===== config.mk =====
export PLATFORM = sky130hd
export DESIGN_NAME = fbl_loop_ctrl
export DESIGN_NICKNAME = d
export VERILOG_FILES = /design/src/rtl/fbl_pkg.sv /design/src/rtl/fbl_loop_ctrl.sv /design/src/rtl/fbl_select.sv /design/src/rtl/fbl_speed.sv
export VERILOG_INCLUDE_DIRS = /design/src /design/src/rtl
export SDC_FILE = /design/constraint.sdc
export NUM_CORES = 1
export LEC_CHECK = 0
export ABC_AREA = 1
export BUFFER_PORTS_ARGS = -buffer_cell sky130_fd_sc_hd__buf_2
export CORE_MARGIN = 4
export CORE_UTILIZATION = 40
export DETAILED_ROUTE_END_ITERATION = 12
export GPL_TIMING_DRIVEN = 0
export PLACE_DENSITY = 0.7
export SYNTH_ARGS = -nofsm -noshare
export SYNTH_HDL_FRONTEND = slang
export SYNTH_HIERARCHICAL = 1
export SYNTH_SLANG_ARGS = --single-unit

===== constraint.sdc =====
create_clock -name core_clk -period 4.7 [get_ports core_clk]
set_input_delay 0.235 -clock core_clk [delete_from_list [all_inputs] [get_ports core_clk]]
set_output_delay 0.235 -clock core_clk [all_outputs]
set_load 0.05 [all_outputs]

===== src/rtl/fbl_defines.svh =====
// Purpose: constants for feedback assignment and loop activation
// Assumes: apb word registers, 50 MHz core clock
// Notes: offsets are byte addresses
`ifndef FBL_DEFINES_SVH
`define FBL_DEFINES_SVH
`define FBL_NSENS 3
`define FBL_OFF_MASK0 12'h000
`define FBL_OFF_MASK1 12'h004
`define FBL_OFF_MASK2 12'h008
`define FBL_OFF_SUBMODE 12'h00C
`define FBL_OFF_STATUS 12'h010
`define FBL_OFF_SPEED 12'h014
`define FBL_OFF_CTRL 12'h018
`define FBL_OFF_KIND 12'h01C
`define FBL_BIT_POS 0
`define FBL_BIT_VEL 1
`define FBL_BIT_COM 2
`define FBL_SUB_CL 0
`define FBL_SUB_ALIGN 4
`define FBL_SUB_SLOW 7
`define FBL_SW_CL 15
`define FBL_RST_MASK0 8'h00
`define FBL_RST_MASK1 8'h06
`define FBL_RST_MASK2 8'h05
`define FBL_RST_SUBMODE 8'h00
`define FBL_RST_KIND 8'h09
`define FBL_CYCLE_US 50
`define FBL_CYCLE_CLK ((`FBL_CYCLE_US * 50) / 1)
`define FBL_ENC_RES 2000
`define FBL_SLOW_UP (32'd600000 / `FBL_ENC_RES)
`define FBL_SLOW_DN ((`FBL_SLOW_UP * 9) / 10)
`define FBL_ALIGN_US 20
`define FBL_ALIGN_CLK (`FBL_ALIGN_US * 50)
`endif


===== src/rtl/fbl_pkg.sv =====
// Purpose: types for feedback assignment and loop activation
// Assumes: nothing
// Notes: sensor kinds as configured by software
package fbl_pkg;
   typedef enum logic [1:0] {FBL_NONE, FBL_HALL, FBL_ENCODER} fbl_kind_t;
   typedef enum {FBL_OPEN, FBL_ALIGNING, FBL_CLOSED, FBL_SLOW} fbl_loop_t;
endpackage


===== src/rtl/fbl_loop_ctrl.sv =====
// Purpose: feedback assignment and closed loop activation control
// Assumes: apb slave, sensor events synchronous to core_clk
// Notes: masks per sensor, sensor 1 always sensorless
// Notes on behaviour
// - mask bit 0 position, bit 1 velocity, bit 2 commutation.
// - first mask entry is sensorless; later entries follow sensor order.
// - per controller, first sensor from 2 upward with bit set wins.
// - two commutation sensors: use whichever currently has alignment.
// - no aligned commutation sensor: open loop alignment regardless of bit 4; the code needs bit 4 when no sensor has the commutation bit.
// - closed loop needs submode bit 0; auto setup success sets it.
// - absolute aligned commutation sensor: closed loop at switch-on.
// - encoder commutation: open loop until index passed once.
// - bit 4: one alignment per restart at first enable, then enabled.
// - statusword bit 15 shows closed loop while operation enabled.
// - slow speed needs closed loop and submode bit 7.
// - slow/closed changeover at encoder-derived speed with 10% hysteresis.
// - at standstill run closed loop even with slow speed enabled.
// - slow speed: constant current, following error may engage vector control.
// - speed is position delta per cycle, low-pass filtered.
// - slow speed only with an encoder among feedback sensors.
//
// The implementer's own choices: the register addresses and register access over APB.
`timescale 1ns/1ns
`include "fbl_defines.svh"
module fbl_loop_ctrl import fbl_pkg::*; (
   input wire logic core_clk,
   input wire logic rst_n,
   input wire logic psel,
   input wire logic penable,
   input wire logic pwrite,
   input wire logic [11:0] paddr,
   input wire logic [31:0] pwdata,
   output logic [31:0] prdata,
   output logic pready,
   output logic pslverr,
   input wire logic enc_index,
   input wire logic [15:0] enc_count,
   input wire logic autosetup_done,
   input wire logic op_enable_req,
   input wire logic op_enabled,
   input wire logic follow_err,
   output logic [1:0] pos_sensor,
   output logic [1:0] vel_sensor,
   output logic [1:0] com_sensor,
   output logic closed_loop,
   output logic slow_speed,
   output logic vector_ctrl,
   output logic aligning,
   output logic enter_op_ok,
   output logic status_cl
);
   logic [7:0] mask_q [`FBL_NSENS];
   logic [7:0] submode;
   logic [7:0] kind_q;
   logic index_seen;
   logic align_done;
   logic [9:0] align_cnt;
   fbl_loop_t state;
   fbl_loop_t next_state;
   logic [`FBL_NSENS*8-1:0] mask_flat;
   logic pos_f, vel_f, com_f;
   logic [1:0] pos_i, vel_i, com_i;
   logic [15:0] speed_abs;

   // apb decode
   wire setup = psel && !penable;
   wire access = psel && penable;
   wire wr = access && pwrite;
   wire hit_mask0 = paddr == `FBL_OFF_MASK0;
   wire hit_mask1 = paddr == `FBL_OFF_MASK1;
   wire hit_mask2 = paddr == `FBL_OFF_MASK2;
   wire hit_sub = paddr == `FBL_OFF_SUBMODE;
   wire hit_stat = paddr == `FBL_OFF_STATUS;
   wire hit_speed = paddr == `FBL_OFF_SPEED;
   wire hit_ctrl = paddr == `FBL_OFF_CTRL;
   wire hit_kind = paddr == `FBL_OFF_KIND;
   wire mapped = hit_mask0 | hit_mask1 | hit_mask2 | hit_sub | hit_stat | hit_speed
      | hit_ctrl | hit_kind;

   genvar g;
   generate
      for (g = 0; g < `FBL_NSENS; g++) begin : g_flat
         assign mask_flat[g*8 +: 8] = mask_q[g];
      end
   endgenerate

   fbl_select u_pos (.masks(mask_flat), .bit_sel(2'(`FBL_BIT_POS)), .found(pos_f),
      .idx(pos_i));
   fbl_select u_vel (.masks(mask_flat), .bit_sel(2'(`FBL_BIT_VEL)), .found(vel_f),
      .idx(vel_i));
   fbl_select u_com (.masks(mask_flat), .bit_sel(2'(`FBL_BIT_COM)), .found(com_f),
      .idx(com_i));
   fbl_speed u_speed (.core_clk(core_clk), .rst_n(rst_n), .enc_count(enc_count),
      .speed_abs(speed_abs));

   // kind of sensor 2 in bits 1:0, sensor 3 in bits 3:2; sensor 1 is sensorless
   wire [1:0] kind2 = kind_q[1:0];
   wire [1:0] kind3 = kind_q[3:2];
   wire com2 = mask_q[1][`FBL_BIT_COM];
   wire com3 = mask_q[2][`FBL_BIT_COM];
   wire hall2 = com2 && kind2 == FBL_HALL;
   wire hall3 = com3 && kind3 == FBL_HALL;
   wire enc2 = com2 && kind2 == FBL_ENCODER;
   wire enc3 = com3 && kind3 == FBL_ENCODER;
   // hall always aligned, encoder only after index; best sensor wins
   wire enc_aligned = (enc2 || enc3) && index_seen;
   wire hall_aligned = hall2 || hall3;
   wire have_align = enc_aligned || hall_aligned || align_done;
   wire [1:0] best_com = enc_aligned ? (enc2 ? 2'h1 : 2'h2)
      : (hall2 ? 2'h1 : (hall3 ? 2'h2 : com_i));
   wire enc_present = kind2 == FBL_ENCODER || kind3 == FBL_ENCODER;
   wire cl_enable = submode[`FBL_SUB_CL];
   // alignment forced when a commutation sensor lacks alignment, independent of bit 4; with no commutation sensor only bit 4 forces it
   wire need_align = cl_enable && !have_align && (com_f || submode[`FBL_SUB_ALIGN]);
   wire slow_ok = submode[`FBL_SUB_SLOW] && enc_present;
   // threshold constant from encoder resolution
   wire above_up = speed_abs > 16'(`FBL_SLOW_UP);
   wire below_dn = speed_abs < 16'(`FBL_SLOW_DN);
   wire standstill = speed_abs == 16'h0000;
   wire align_end = align_cnt == 10'(`FBL_ALIGN_CLK - 1);
   // ctrl register write of bit 0 clears alignment knowledge (restart)
   wire restart = wr && hit_ctrl && pwdata[0];

   always_comb begin
      next_state = state;
      unique case (state)
         FBL_OPEN: begin
            if (need_align && op_enable_req) begin
               next_state = FBL_ALIGNING;
            end else if (cl_enable && have_align) begin
               next_state = FBL_CLOSED;
            end
         end
         FBL_ALIGNING: begin
            if (align_end) begin
               next_state = FBL_CLOSED;
            end
         end
         FBL_CLOSED: begin
            if (!cl_enable) begin
               next_state = FBL_OPEN;
            end else if (slow_ok && below_dn && !standstill) begin
               next_state = FBL_SLOW;
            end
         end
         FBL_SLOW: begin
            if (!cl_enable) begin
               next_state = FBL_OPEN;
            end else if (!slow_ok || above_up || standstill) begin
               next_state = FBL_CLOSED;
            end
         end
      endcase
      // restart folded in here so outputs never lag the state by a cycle
      if (restart) begin
         next_state = FBL_OPEN;
      end
   end

   wire loop_on = next_state == FBL_CLOSED || next_state == FBL_SLOW;

   wire [31:0] rd_status = {16'h0000, status_cl, 10'h000, slow_speed, aligning,
      index_seen, align_done, closed_loop};
   wire [31:0] rd_data = hit_mask0 ? {24'h000000, mask_q[0]}
      : hit_mask1 ? {24'h000000, mask_q[1]}
      : hit_mask2 ? {24'h000000, mask_q[2]}
      : hit_sub ? {24'h000000, submode}
      : hit_stat ? rd_status
      : hit_speed ? {16'h0000, speed_abs}
      : hit_kind ? {24'h000000, kind_q}
      : 32'h00000000;

   always_ff @(posedge core_clk or negedge rst_n) begin
      if (!rst_n) begin
         mask_q[0] <= `FBL_RST_MASK0;
         mask_q[1] <= `FBL_RST_MASK1;
         mask_q[2] <= `FBL_RST_MASK2;
         submode <= `FBL_RST_SUBMODE;
         kind_q <= `FBL_RST_KIND;
      end else begin
         if (wr && hit_mask0) mask_q[0] <= pwdata[7:0];
         if (wr && hit_mask1) mask_q[1] <= pwdata[7:0];
         if (wr && hit_mask2) mask_q[2] <= pwdata[7:0];
         if (wr && hit_kind) kind_q <= pwdata[7:0];
         if (autosetup_done) begin
            submode <= (wr && hit_sub ? pwdata[7:0] : submode)
               | 8'(1 << `FBL_SUB_CL);
         end else if (wr && hit_sub) begin
            submode <= pwdata[7:0];
         end
      end
   end

   // zero wait state answer, pready registered from the setup phase, no bus stalling
   always_ff @(posedge core_clk or negedge rst_n) begin
      if (!rst_n) begin
         pready <= 1'b0;
         pslverr <= 1'b0;
         prdata <= 32'h00000000;
      end else begin
         pready <= setup;
         pslverr <= setup && !mapped;
         prdata <= (setup && !pwrite) ? rd_data : 32'h00000000;
      end
   end

   always_ff @(posedge core_clk or negedge rst_n) begin
      if (!rst_n) begin
         index_seen <= 1'b0;
         align_done <= 1'b0;
         align_cnt <= 10'h000;
         state <= FBL_OPEN;
      end else begin
         // index event wins over a simultaneous restart
         if (enc_index) begin
            index_seen <= 1'b1;
         end else if (restart) begin
            index_seen <= 1'b0;
         end
         if (state == FBL_ALIGNING && align_end) begin
            align_done <= 1'b1;
         end else if (restart) begin
            align_done <= 1'b0;
         end
         align_cnt <= (state == FBL_ALIGNING) ? align_cnt + 10'h001 : 10'h000;
         state <= next_state;
      end
   end

   // brake must already be off before op_enable_req; not checked here
   always_ff @(posedge core_clk or negedge rst_n) begin
      if (!rst_n) begin
         pos_sensor <= 2'h0;
         vel_sensor <= 2'h0;
         com_sensor <= 2'h0;
         closed_loop <= 1'b0;
         slow_speed <= 1'b0;
         vector_ctrl <= 1'b0;
         aligning <= 1'b0;
         enter_op_ok <= 1'b0;
         status_cl <= 1'b0;
      end else begin
         pos_sensor <= pos_f ? pos_i : 2'h0;
         vel_sensor <= vel_f ? vel_i : 2'h0;
         com_sensor <= best_com;
         closed_loop <= loop_on;
         slow_speed <= next_state == FBL_SLOW;
         // constant current in slow speed; vector control on following error
         vector_ctrl <= next_state == FBL_CLOSED || (next_state == FBL_SLOW && follow_err);
         aligning <= next_state == FBL_ALIGNING;
         // enable held back while aligning
         enter_op_ok <= op_enable_req && next_state != FBL_ALIGNING && !need_align;
         status_cl <= op_enabled && loop_on;
      end
   end
endmodule // fbl_loop_ctrl


===== src/rtl/fbl_select.sv =====
// Purpose: pick the first sensor from 2 upward whose mask bit is set
// Assumes: masks packed per sensor, sensor 1 sensorless
// Notes: combinational search
`timescale 1ns/1ns
`include "fbl_defines.svh"
module fbl_select import fbl_pkg::*; (
   input wire logic [`FBL_NSENS*8-1:0] masks,
   input wire logic [1:0] bit_sel,
   output logic found,
   output logic [1:0] idx
);
   always_comb begin
      found = 1'b0;
      idx = 2'h0;
      for (int i = 1; i < `FBL_NSENS; i++) begin
         if (!found && masks[i*8 + bit_sel]) begin
            found = 1'b1;
            idx = 2'(i);
         end
      end
   end
endmodule // fbl_select


===== src/rtl/fbl_speed.sv =====
// Purpose: speed from position change per fixed cycle, low-pass filtered
// Assumes: encoder count is a free running counter
// Notes: filter is a 1/8 iir, output in encoder counts per cycle
`timescale 1ns/1ns
`include "fbl_defines.svh"
module fbl_speed import fbl_pkg::*; (
   input wire logic core_clk,
   input wire logic rst_n,
   input wire logic [15:0] enc_count,
   output logic [15:0] speed_abs
);
   logic [12:0] cyc;
   logic [15:0] last;
   logic [18:0] filt;
   wire tick = (cyc == 13'(`FBL_CYCLE_CLK - 1));
   wire [15:0] delta = enc_count - last;
   wire [15:0] mag = delta[15] ? 16'(-delta) : delta;
   // delta per fixed cycle, then filter, avoids peaks at low speed
   wire [18:0] next_filt = filt - 19'(filt >> 3) + 19'(mag);
   always_ff @(posedge core_clk or negedge rst_n) begin
      if (!rst_n) begin
         cyc <= 13'h0000;
         last <= 16'h0000;
         filt <= 19'h00000;
         speed_abs <= 16'h0000;
      end else begin
         cyc <= tick ? 13'h0000 : cyc + 13'h0001;
         if (tick) begin
            last <= enc_count;
            filt <= next_filt;
            speed_abs <= 16'(next_filt >> 3);
         end
      end
   end
endmodule // fbl_speed


==> impl_results.md, run 1 <==
- Die Footprint: 0.02983 mm^2
- Gr ovfl total: 0
- DR pass1 iterations: 5
- Area contributors post-synth: dfrtp_1, nand2_1, inv_1
- Largest net degree at the start of global routing: 117
- Post-synth top area cell: dfrtp_1
- Drt total wl: 26420 um
- Clock Pin Slew Worst Setup and Hold Paths: 70 ps
- H-tree depth: 4
- WP data arrival: 4620 ps
- Max-slew violations: 0
- Crit end category: flip-flop
- Area Overhead vs Synth: 15.73%
- Post-Route Utilization: 46.85%
- Critical path start-end classification: flip-flop to flip-flop
- Post-synth EDFFs: 0
- CTS root buffer: clkbuf_16
- # rows: 60
- Worst hold endpoint: status_cl
- HP Class: input pin to flip-flop
- WHS Path Cells: 3
- Clk_lat worst skew: 440 ps
- Synth cell types: 52
- Status: finished clean
- GRT Overall Usage: 18.08%
- Post-synth design cell area: 0.01085 mm^2
- Top_reg_cell synth: dfrtp_1
- Leak: 6.868 nW
- Vias: 9623
- Largest delay share family, worst path: adder cells
- RSZ-0062 raised after global routing: true
- Antenna violations before repair: 0
- Num Clock Sinks: 162
- CP Cell Sequence: ha_1, fa_1, ha_1, a21boi_1, nand3_1, nor2_2, nand3_1, nor2_1, nor2_1, xor2_1, inv_1, fa_1, inv_1, ha_1, nand2_1, nor2_1, nand3_1, nand3_2, a21boi_1, or2_2, nand3_1, o21ai_0
- Maximum VDD drop: 0.1748 mV
- Initial DRC count: 553
- Crit-path max cell delay: 550 ps
- # IOs: 116
- Seq cells post-synth: 162
- Critical path buffer and inverter count: 2
- Count leader, synth: nand2_1
- Final hold violations: 0
- Tot Pwr: 3.621 mW
- Max Cap Viol: 0
- CP Launch Type: flip-flop
- Synth Instances: 1490
- Min Tclk post-route: 4330 ps
- DIE HEIGHT: 172.7 um
- Final setup viols: 0
- Period utilization: 92.13%
- Antenna viol nets, final: 0
- DP HPWL: 20230 um
- Worst Skew: 16.45 ps
- Reg2reg path depth: 22
- Ys async rst share: 100.0%
- Power Density: 288.3 mW/mm^2
- Routed vias/inst: 4.841
- Top cells by count, synth: nand2_1, inv_1, dfrtp_1
- RD Place Congestion: 0.9379
- CP Launch Point: u_speed/last[0]
- Reg-to-reg setup timing slack: 370 ps
- I/O Buffers: 75
- Clk buf depth: 2
- Most Frequent Cell on Critical Path: nand3_1
- Post-synth top area share: 35.98%
- DRC viols: 0
- Required @ worst endpoint: 4990 ps
- Vias in the first global route: 9588
- Nets@finish: 1758
- Least-Margin Pin Slew: 1156 ps
- Detailed-route wire length per cell: 13.29 um
- Share of cells above drive strength 1: 14.63%
- Die width: 172.7 um
- Worst r2r src: u_speed/last[0]
- Crit-path slowest cell: fa_1
- Worst slew margin: 22.24%
- Min-delay src: op_enabled
- R2R Path End: u_speed/filt[13]
- Ant diodes: 0
- Core area: 0.02680 mm^2
- Initial Util: 40.49%
- Seq/Total Area, Yosys: 37.43%
- Synth Warn #: 6
- First-pass GRT wire length: 45280 um
- Syn Area/Cell: 7.282 um^2
- Max frequency: 230.9 MHz
- CTS tree: yes
- Worst Path Max Fanout: 4
- Cts bufs inserted: 17
==> cells in the final DEF (no fill, tap or decap), types with 4 or more instances in the layout <==
master	instances
conb_1	46
nor3_1	22
inv_8	5
nor2_1	150
dfstp_2	6
a31oi_1	5
xor2_1	14
buf_2	74
buf_4	35
xnor2_1	10
nand3_2	10
nor2_2	16
nand2_1	375
nand3b_1	6
o2111ai_1	4
dfrtp_1	156
a21oi_1	42
nand2_4	6
inv_1	249
inv_2	8
nand3_1	89
nand2_2	21
o21ai_0	83
ha_1	34
nand4_1	36
clkbuf_1	12
o21ai_2	4
o21ai_1	7
fa_1	16
nor3b_1	4
o211ai_1	17
buf_6	4
clkbuf_16	17
nor4_1	5
==> registers in the layout (all words and copies together) (netlist names), 2 cells and up <==
name and cells:
prdata 16, mask_flat 22, state 32, u_speed/filt 19, kind_q 8, submode 8
u_speed/last 16, vel_sensor 2, u_speed/cyc 13, align_cnt 10, pos_sensor 2, com_sensor 2
==> power breakdown <==
part | internal [mW] | leakage [nW] | total (mW) | switching [mW]
Combinational | 0.251 | 4.58 | 0.777 | 0.526
Clock | 0.713 | 0.286 | 1.39 | 0.673
Sequential | 1.42 | 2.00 | 1.46 | 0.0320
==> worst min-delay path, cell delays in order <==
cell     delay [ps]
buf_2            90
inv_1            60
a21oi_2          30
==> routing by layer <==
| layer | track usage [%] | wire length [um] |
|---|---|---|
| met1 | 23.32 | 12170 |
| met2 | 31.29 | 12810 |
| met3 | 3.170 | 978 |
| met4 | 5.387 | 457 |
| met5 | 0 | 0 |
==> stage by stage <==
step                      hold slack (ps)  instances  setup TNS (ps)  instance area [um^2]  setup slack (ps)
after floorplan                    -60.59       1534               0                 11020             753.1
after global placement              420.9       1950               0                 11820             92.99
after detailed placement            148.6       1951               0                 11860             107.9
after CTS                           10.27       1986               0                 12470             70.96
after global routing                3.824       1988          -57.34                 12560            -28.19
final                               22.41       1988               0                 12560             369.9
==> timing repair <==
| item | in CTS | in global routing |
|---|---|---|
| setup endpoints to repair | 0 | 8 |
| resized for setup | 0 | 24 |
| hold buffers | 3 | 0 |
| endpoints found under the hold margin | 48 | 0 |
| setup buffers | 0 | 2 |
==> cell type report <==
cell class | count | area (um^2)
timing repair buffer | 81 | 457.9
sequential | 162 | 4061
inverter | 261 | 982.2
tap | 341 | 426.7
multi-input combinational | 1061 | 5684
fill | 2701 | 14240
clock buffer | 17 | 425.4
clock inverter | 15 | 161.4
buffer | 50 | 357.8
==> cell families after synthesis <==
group	synth area share, %
AND/OR/NAND/NOR	31.18
buffers and inverters	12.35
AO/OA/AOI/OAI	9.479
flip-flops	37.43
adder cells (fa/ha/maj)	7.403
XOR/XNOR	2.087
other	0.06921
==> how the worst max path moves through the flow <==
stage / endpoint / slack, ps / depth (start not counted)
2_1_floorplan: u_speed/filt[15] / 750 / 23
3_3_place_gp: u_speed/filt[14] / 90 / 25
3_5_place_dp: u_speed/filt[14] / 110 / 25
4_1_cts: u_speed/filt[14] / 70 / 23
5_1_grt: u_speed/filt[14] / -30 / 23
6_report: u_speed/filt[13] / 370 / 22
(Power assumes the default switching activity.)
==> run 2, diff against run 1 <==
CORE_MARGIN = default   (was 4)
SLEW_MARGIN = 20   (was default)
==> impl_results.md, run 2 (synthesized netlist as in run 1, its figures left out) <==
- Status: finished clean (unchanged)
- Routed vias/inst: 4.872 (was 4.841)
- CP Cell Sequence: inv_1, ha_1, nand2_1, inv_1, a21oi_2, nor2_1, nor2_1, nand3_1, nand2_4, inv_4, buf_12, nand2_1, o21ai_0, fa_1, inv_1, fa_1, o21ai_1, a21boi_0, o21ai_2, nand3_1, nand2_1, nand2_1, nand3_1, o21ai_0 (was ha_1, fa_1, ha_1, a21boi_1, nand3_1, nor2_2, nand3_1, nor2_1, nor2_1, xor2_1, inv_1, fa_1, inv_1, ha_1, nand2_1, nor2_1, nand3_1, nand3_2, a21boi_1, or2_2, nand3_1, o21ai_0)
- Post-route insts no fill: 1982 (was 1988)
- Comb pwr share: 21.9% (was 21.5%)
- Max-slew violations: 0 (unchanged)
- Internal: 2.420 mW (was 2.389 mW)
- # IOs: 116 (unchanged)
- Critical path buffer and inverter count: 5 (was 2)
- Crit end category: flip-flop (unchanged)
- Crit-path max cell delay: 580 ps (was 550 ps)
- Largest Register: state (unchanged)
- Leak: 6.868 nW (about the same)
- Max Cap Viol: 0 (unchanged)
- Clock Pin Slew Worst Setup and Hold Paths: 70 ps (about the same)
- Initial DRC count: 655 (was 553)
- Die width: 166.7 um (was 172.7 um)
- Detailed-route wire length per cell: 13.27 um (was 13.29 um)
- Worst Skew: 12.56 ps (was 16.45 ps)
- Vias in the first global route: 9244 (was 9588)
- I/O Buffers: 75 (unchanged)
- Setup Total Neg Slack: 0 ps (unchanged)
- Antenna violations before repair: 0 (unchanged)
- Die Footprint: 0.02779 mm^2 (was 0.02983 mm^2)
- Crit-path slowest cell: fa_1 (unchanged)
- Final hold violations: 0 (unchanged)
- Required @ worst endpoint: 4990 ps (about the same)
- Placed Area: 0.01185 mm^2 (was 0.01186 mm^2)
- Multi-input combinational cell area: 0.005665 mm^2 (was 0.005684 mm^2)
- Most common cell after layout, fill and taps aside: nand2_1 (unchanged)
- Period utilization: 92.50% (was 92.13%)
- Area Overhead vs Synth: 15.30% (was 15.73%)
- Worst slew margin: 31.53% (was 22.24%)
- Initial Util: 41.17% (was 40.49%)
- Core area: 0.02635 mm^2 (was 0.02680 mm^2)
- Power Density: 284.8 mW/mm^2 (was 288.3 mW/mm^2)
- Layout fillers: 2661 (was 2701)
- Most Frequent Cell on Critical Path: nand2_1 (was nand3_1)
- HP Class: input pin to flip-flop (unchanged)
- Least-Margin Pin Slew: 1018 ps (was 1156 ps)
- Power share of the sequential group: 40.8% (was 40.2%)
- Ant diodes: 0 (unchanged)
- Nets@finish: 1760 (was 1758)
- Critical path start-end classification: flip-flop to flip-flop (unchanged)
- Largest register FFs: 32 (unchanged)
- Hold_ws: 23.45 ps (was 22.41 ps)
- Min Tclk post-route: 4348 ps (was 4330 ps)
- # rows: 59 (was 60)
- Final setup viols: 0 (unchanged)
- GRT Overall Usage: 19.68% (was 18.08%)
- First-pass GRT wire length: 44270 um (was 45280 um)
- Share of cells above drive strength 1: 14.21% (was 14.63%)
- WP data arrival: 4640 ps (was 4620 ps)
- Switching power: 1.143 mW (was 1.232 mW)
- Worst Path Max Fanout: 10 (was 4)
- DP HPWL: 20160 um (was 20230 um)
- CP Launch Type: flip-flop (unchanged)
- RD Place Congestion: 0.8754 (was 0.9379)
- Num Clock Sinks: 162 (unchanged)
- Max frequency: 230.0 MHz (was 230.9 MHz)
- DRC viols: 0 (unchanged)
- Vias: 9657 (was 9623)
- Drt total wl: 26300 um (was 26420 um)
- CTS tree: yes (unchanged)
- Cts bufs inserted: 17 (unchanged)
- CTS root buffer: clkbuf_16 (unchanged)
- DP Worst Slack: 34.12 ps (was 107.9 ps)
- Final WS setup: 352.4 ps (was 369.9 ps)
- Largest net degree at the start of global routing: 89 (was 117)
- DR pass1 iterations: 5 (unchanged)
- Most frequent cells in the layout: nand2_1, inv_1, dfrtp_1 (unchanged)
- Gr ovfl total: 0 (unchanged)
- Maximum VDD drop: 0.2376 mV (was 0.1748 mV)
- Clk pwr share: 37.3% (was 38.3%)
- Sw frac: 32.08% (was 34.01%)
- Clk buf depth: 2 (unchanged)
- Post-Route Utilization: 47.47% (was 46.85%)
- DIE HEIGHT: 166.7 um (was 172.7 um)
- Placed cell count: 1945 (was 1951)
- Register area: 0.004061 mm^2 (unchanged)
- Antenna viol nets, final: 0 (unchanged)
- Tot Pwr: 3.564 mW (was 3.621 mW)
- Clk_lat worst skew: 440 ps (about the same)
- Largest delay share family, worst path: adder cells (unchanged)
- Final instance area: 0.01251 mm^2 (was 0.01256 mm^2)
- H-tree depth: 4 (unchanged)
run 2: final cells by class:
type / count / area share (%)
multi-input combinational: 1061 / 45.28
sequential: 162 / 32.46
inverter: 261 / 7.851
timing repair buffer: 83 / 3.800
clock buffer: 19 / 3.540
tap: 335 / 3.350
buffer: 50 / 2.860
clock inverter: 11 / 0.8501
run 2: worst paths after layout:
path                            slack [ps]             from  cells past startpoint          endpoint
worst max-delay path                   350  u_speed/last[9]                     24  u_speed/filt[16]
worst min-delay path                    20             psel                      3            pready
worst max register to register         350  u_speed/last[9]                     24  u_speed/filt[16]
worst min register to register         460     align_cnt[0]                      1      align_cnt[0]
max in group asynchronous             3500            rst_n                      3  u_speed/filt[14]
min in group asynchronous              350            rst_n                      2         prdata[2]
run 2: timing repair:
| action | 4_1_cts | 5_1_grt |
|---|---|---|
| resized for setup | 0 | 15 |
| hold buffers | 4 | 0 |
| setup buffers | 0 | 3 |
| setup endpoints to repair | 0 | 7 |
| endpoints found under the hold margin | 73 | 0 |
run 2: power by group through the flow:
stage | registers [mW] | clock network (mW) | logic, mW
global route | 1.46 | 1.41 | 0.869
detailed placement | 1.48 | 0 | 0.747
finish | 1.46 | 1.33 | 0.779
global placement | 1.48 | 0 | 0.730
CTS | 1.45 | 1.36 | 0.754
floorplan | 1.55 | 0 | 0.477
run 2: worst min-delay path: cells and delay by family:
family / cells / cell delay (ps)
simple gates: 1 / 40
buf+inv: 2 / 150
run 2: metal layers:
| layer | global-route usage, % | vias up | part of all wire, % |
|---|---|---|---|
| met5 | 0 | - | 0 |
| met1 | 25.03 | 4476 | 45 |
| met3 | 3.113 | 38 | 3.8 |
| li1 | - | 4946 | - |
| met4 | 6.643 | 0 | 2.0 |
| met2 | 33.94 | 197 | 49 |
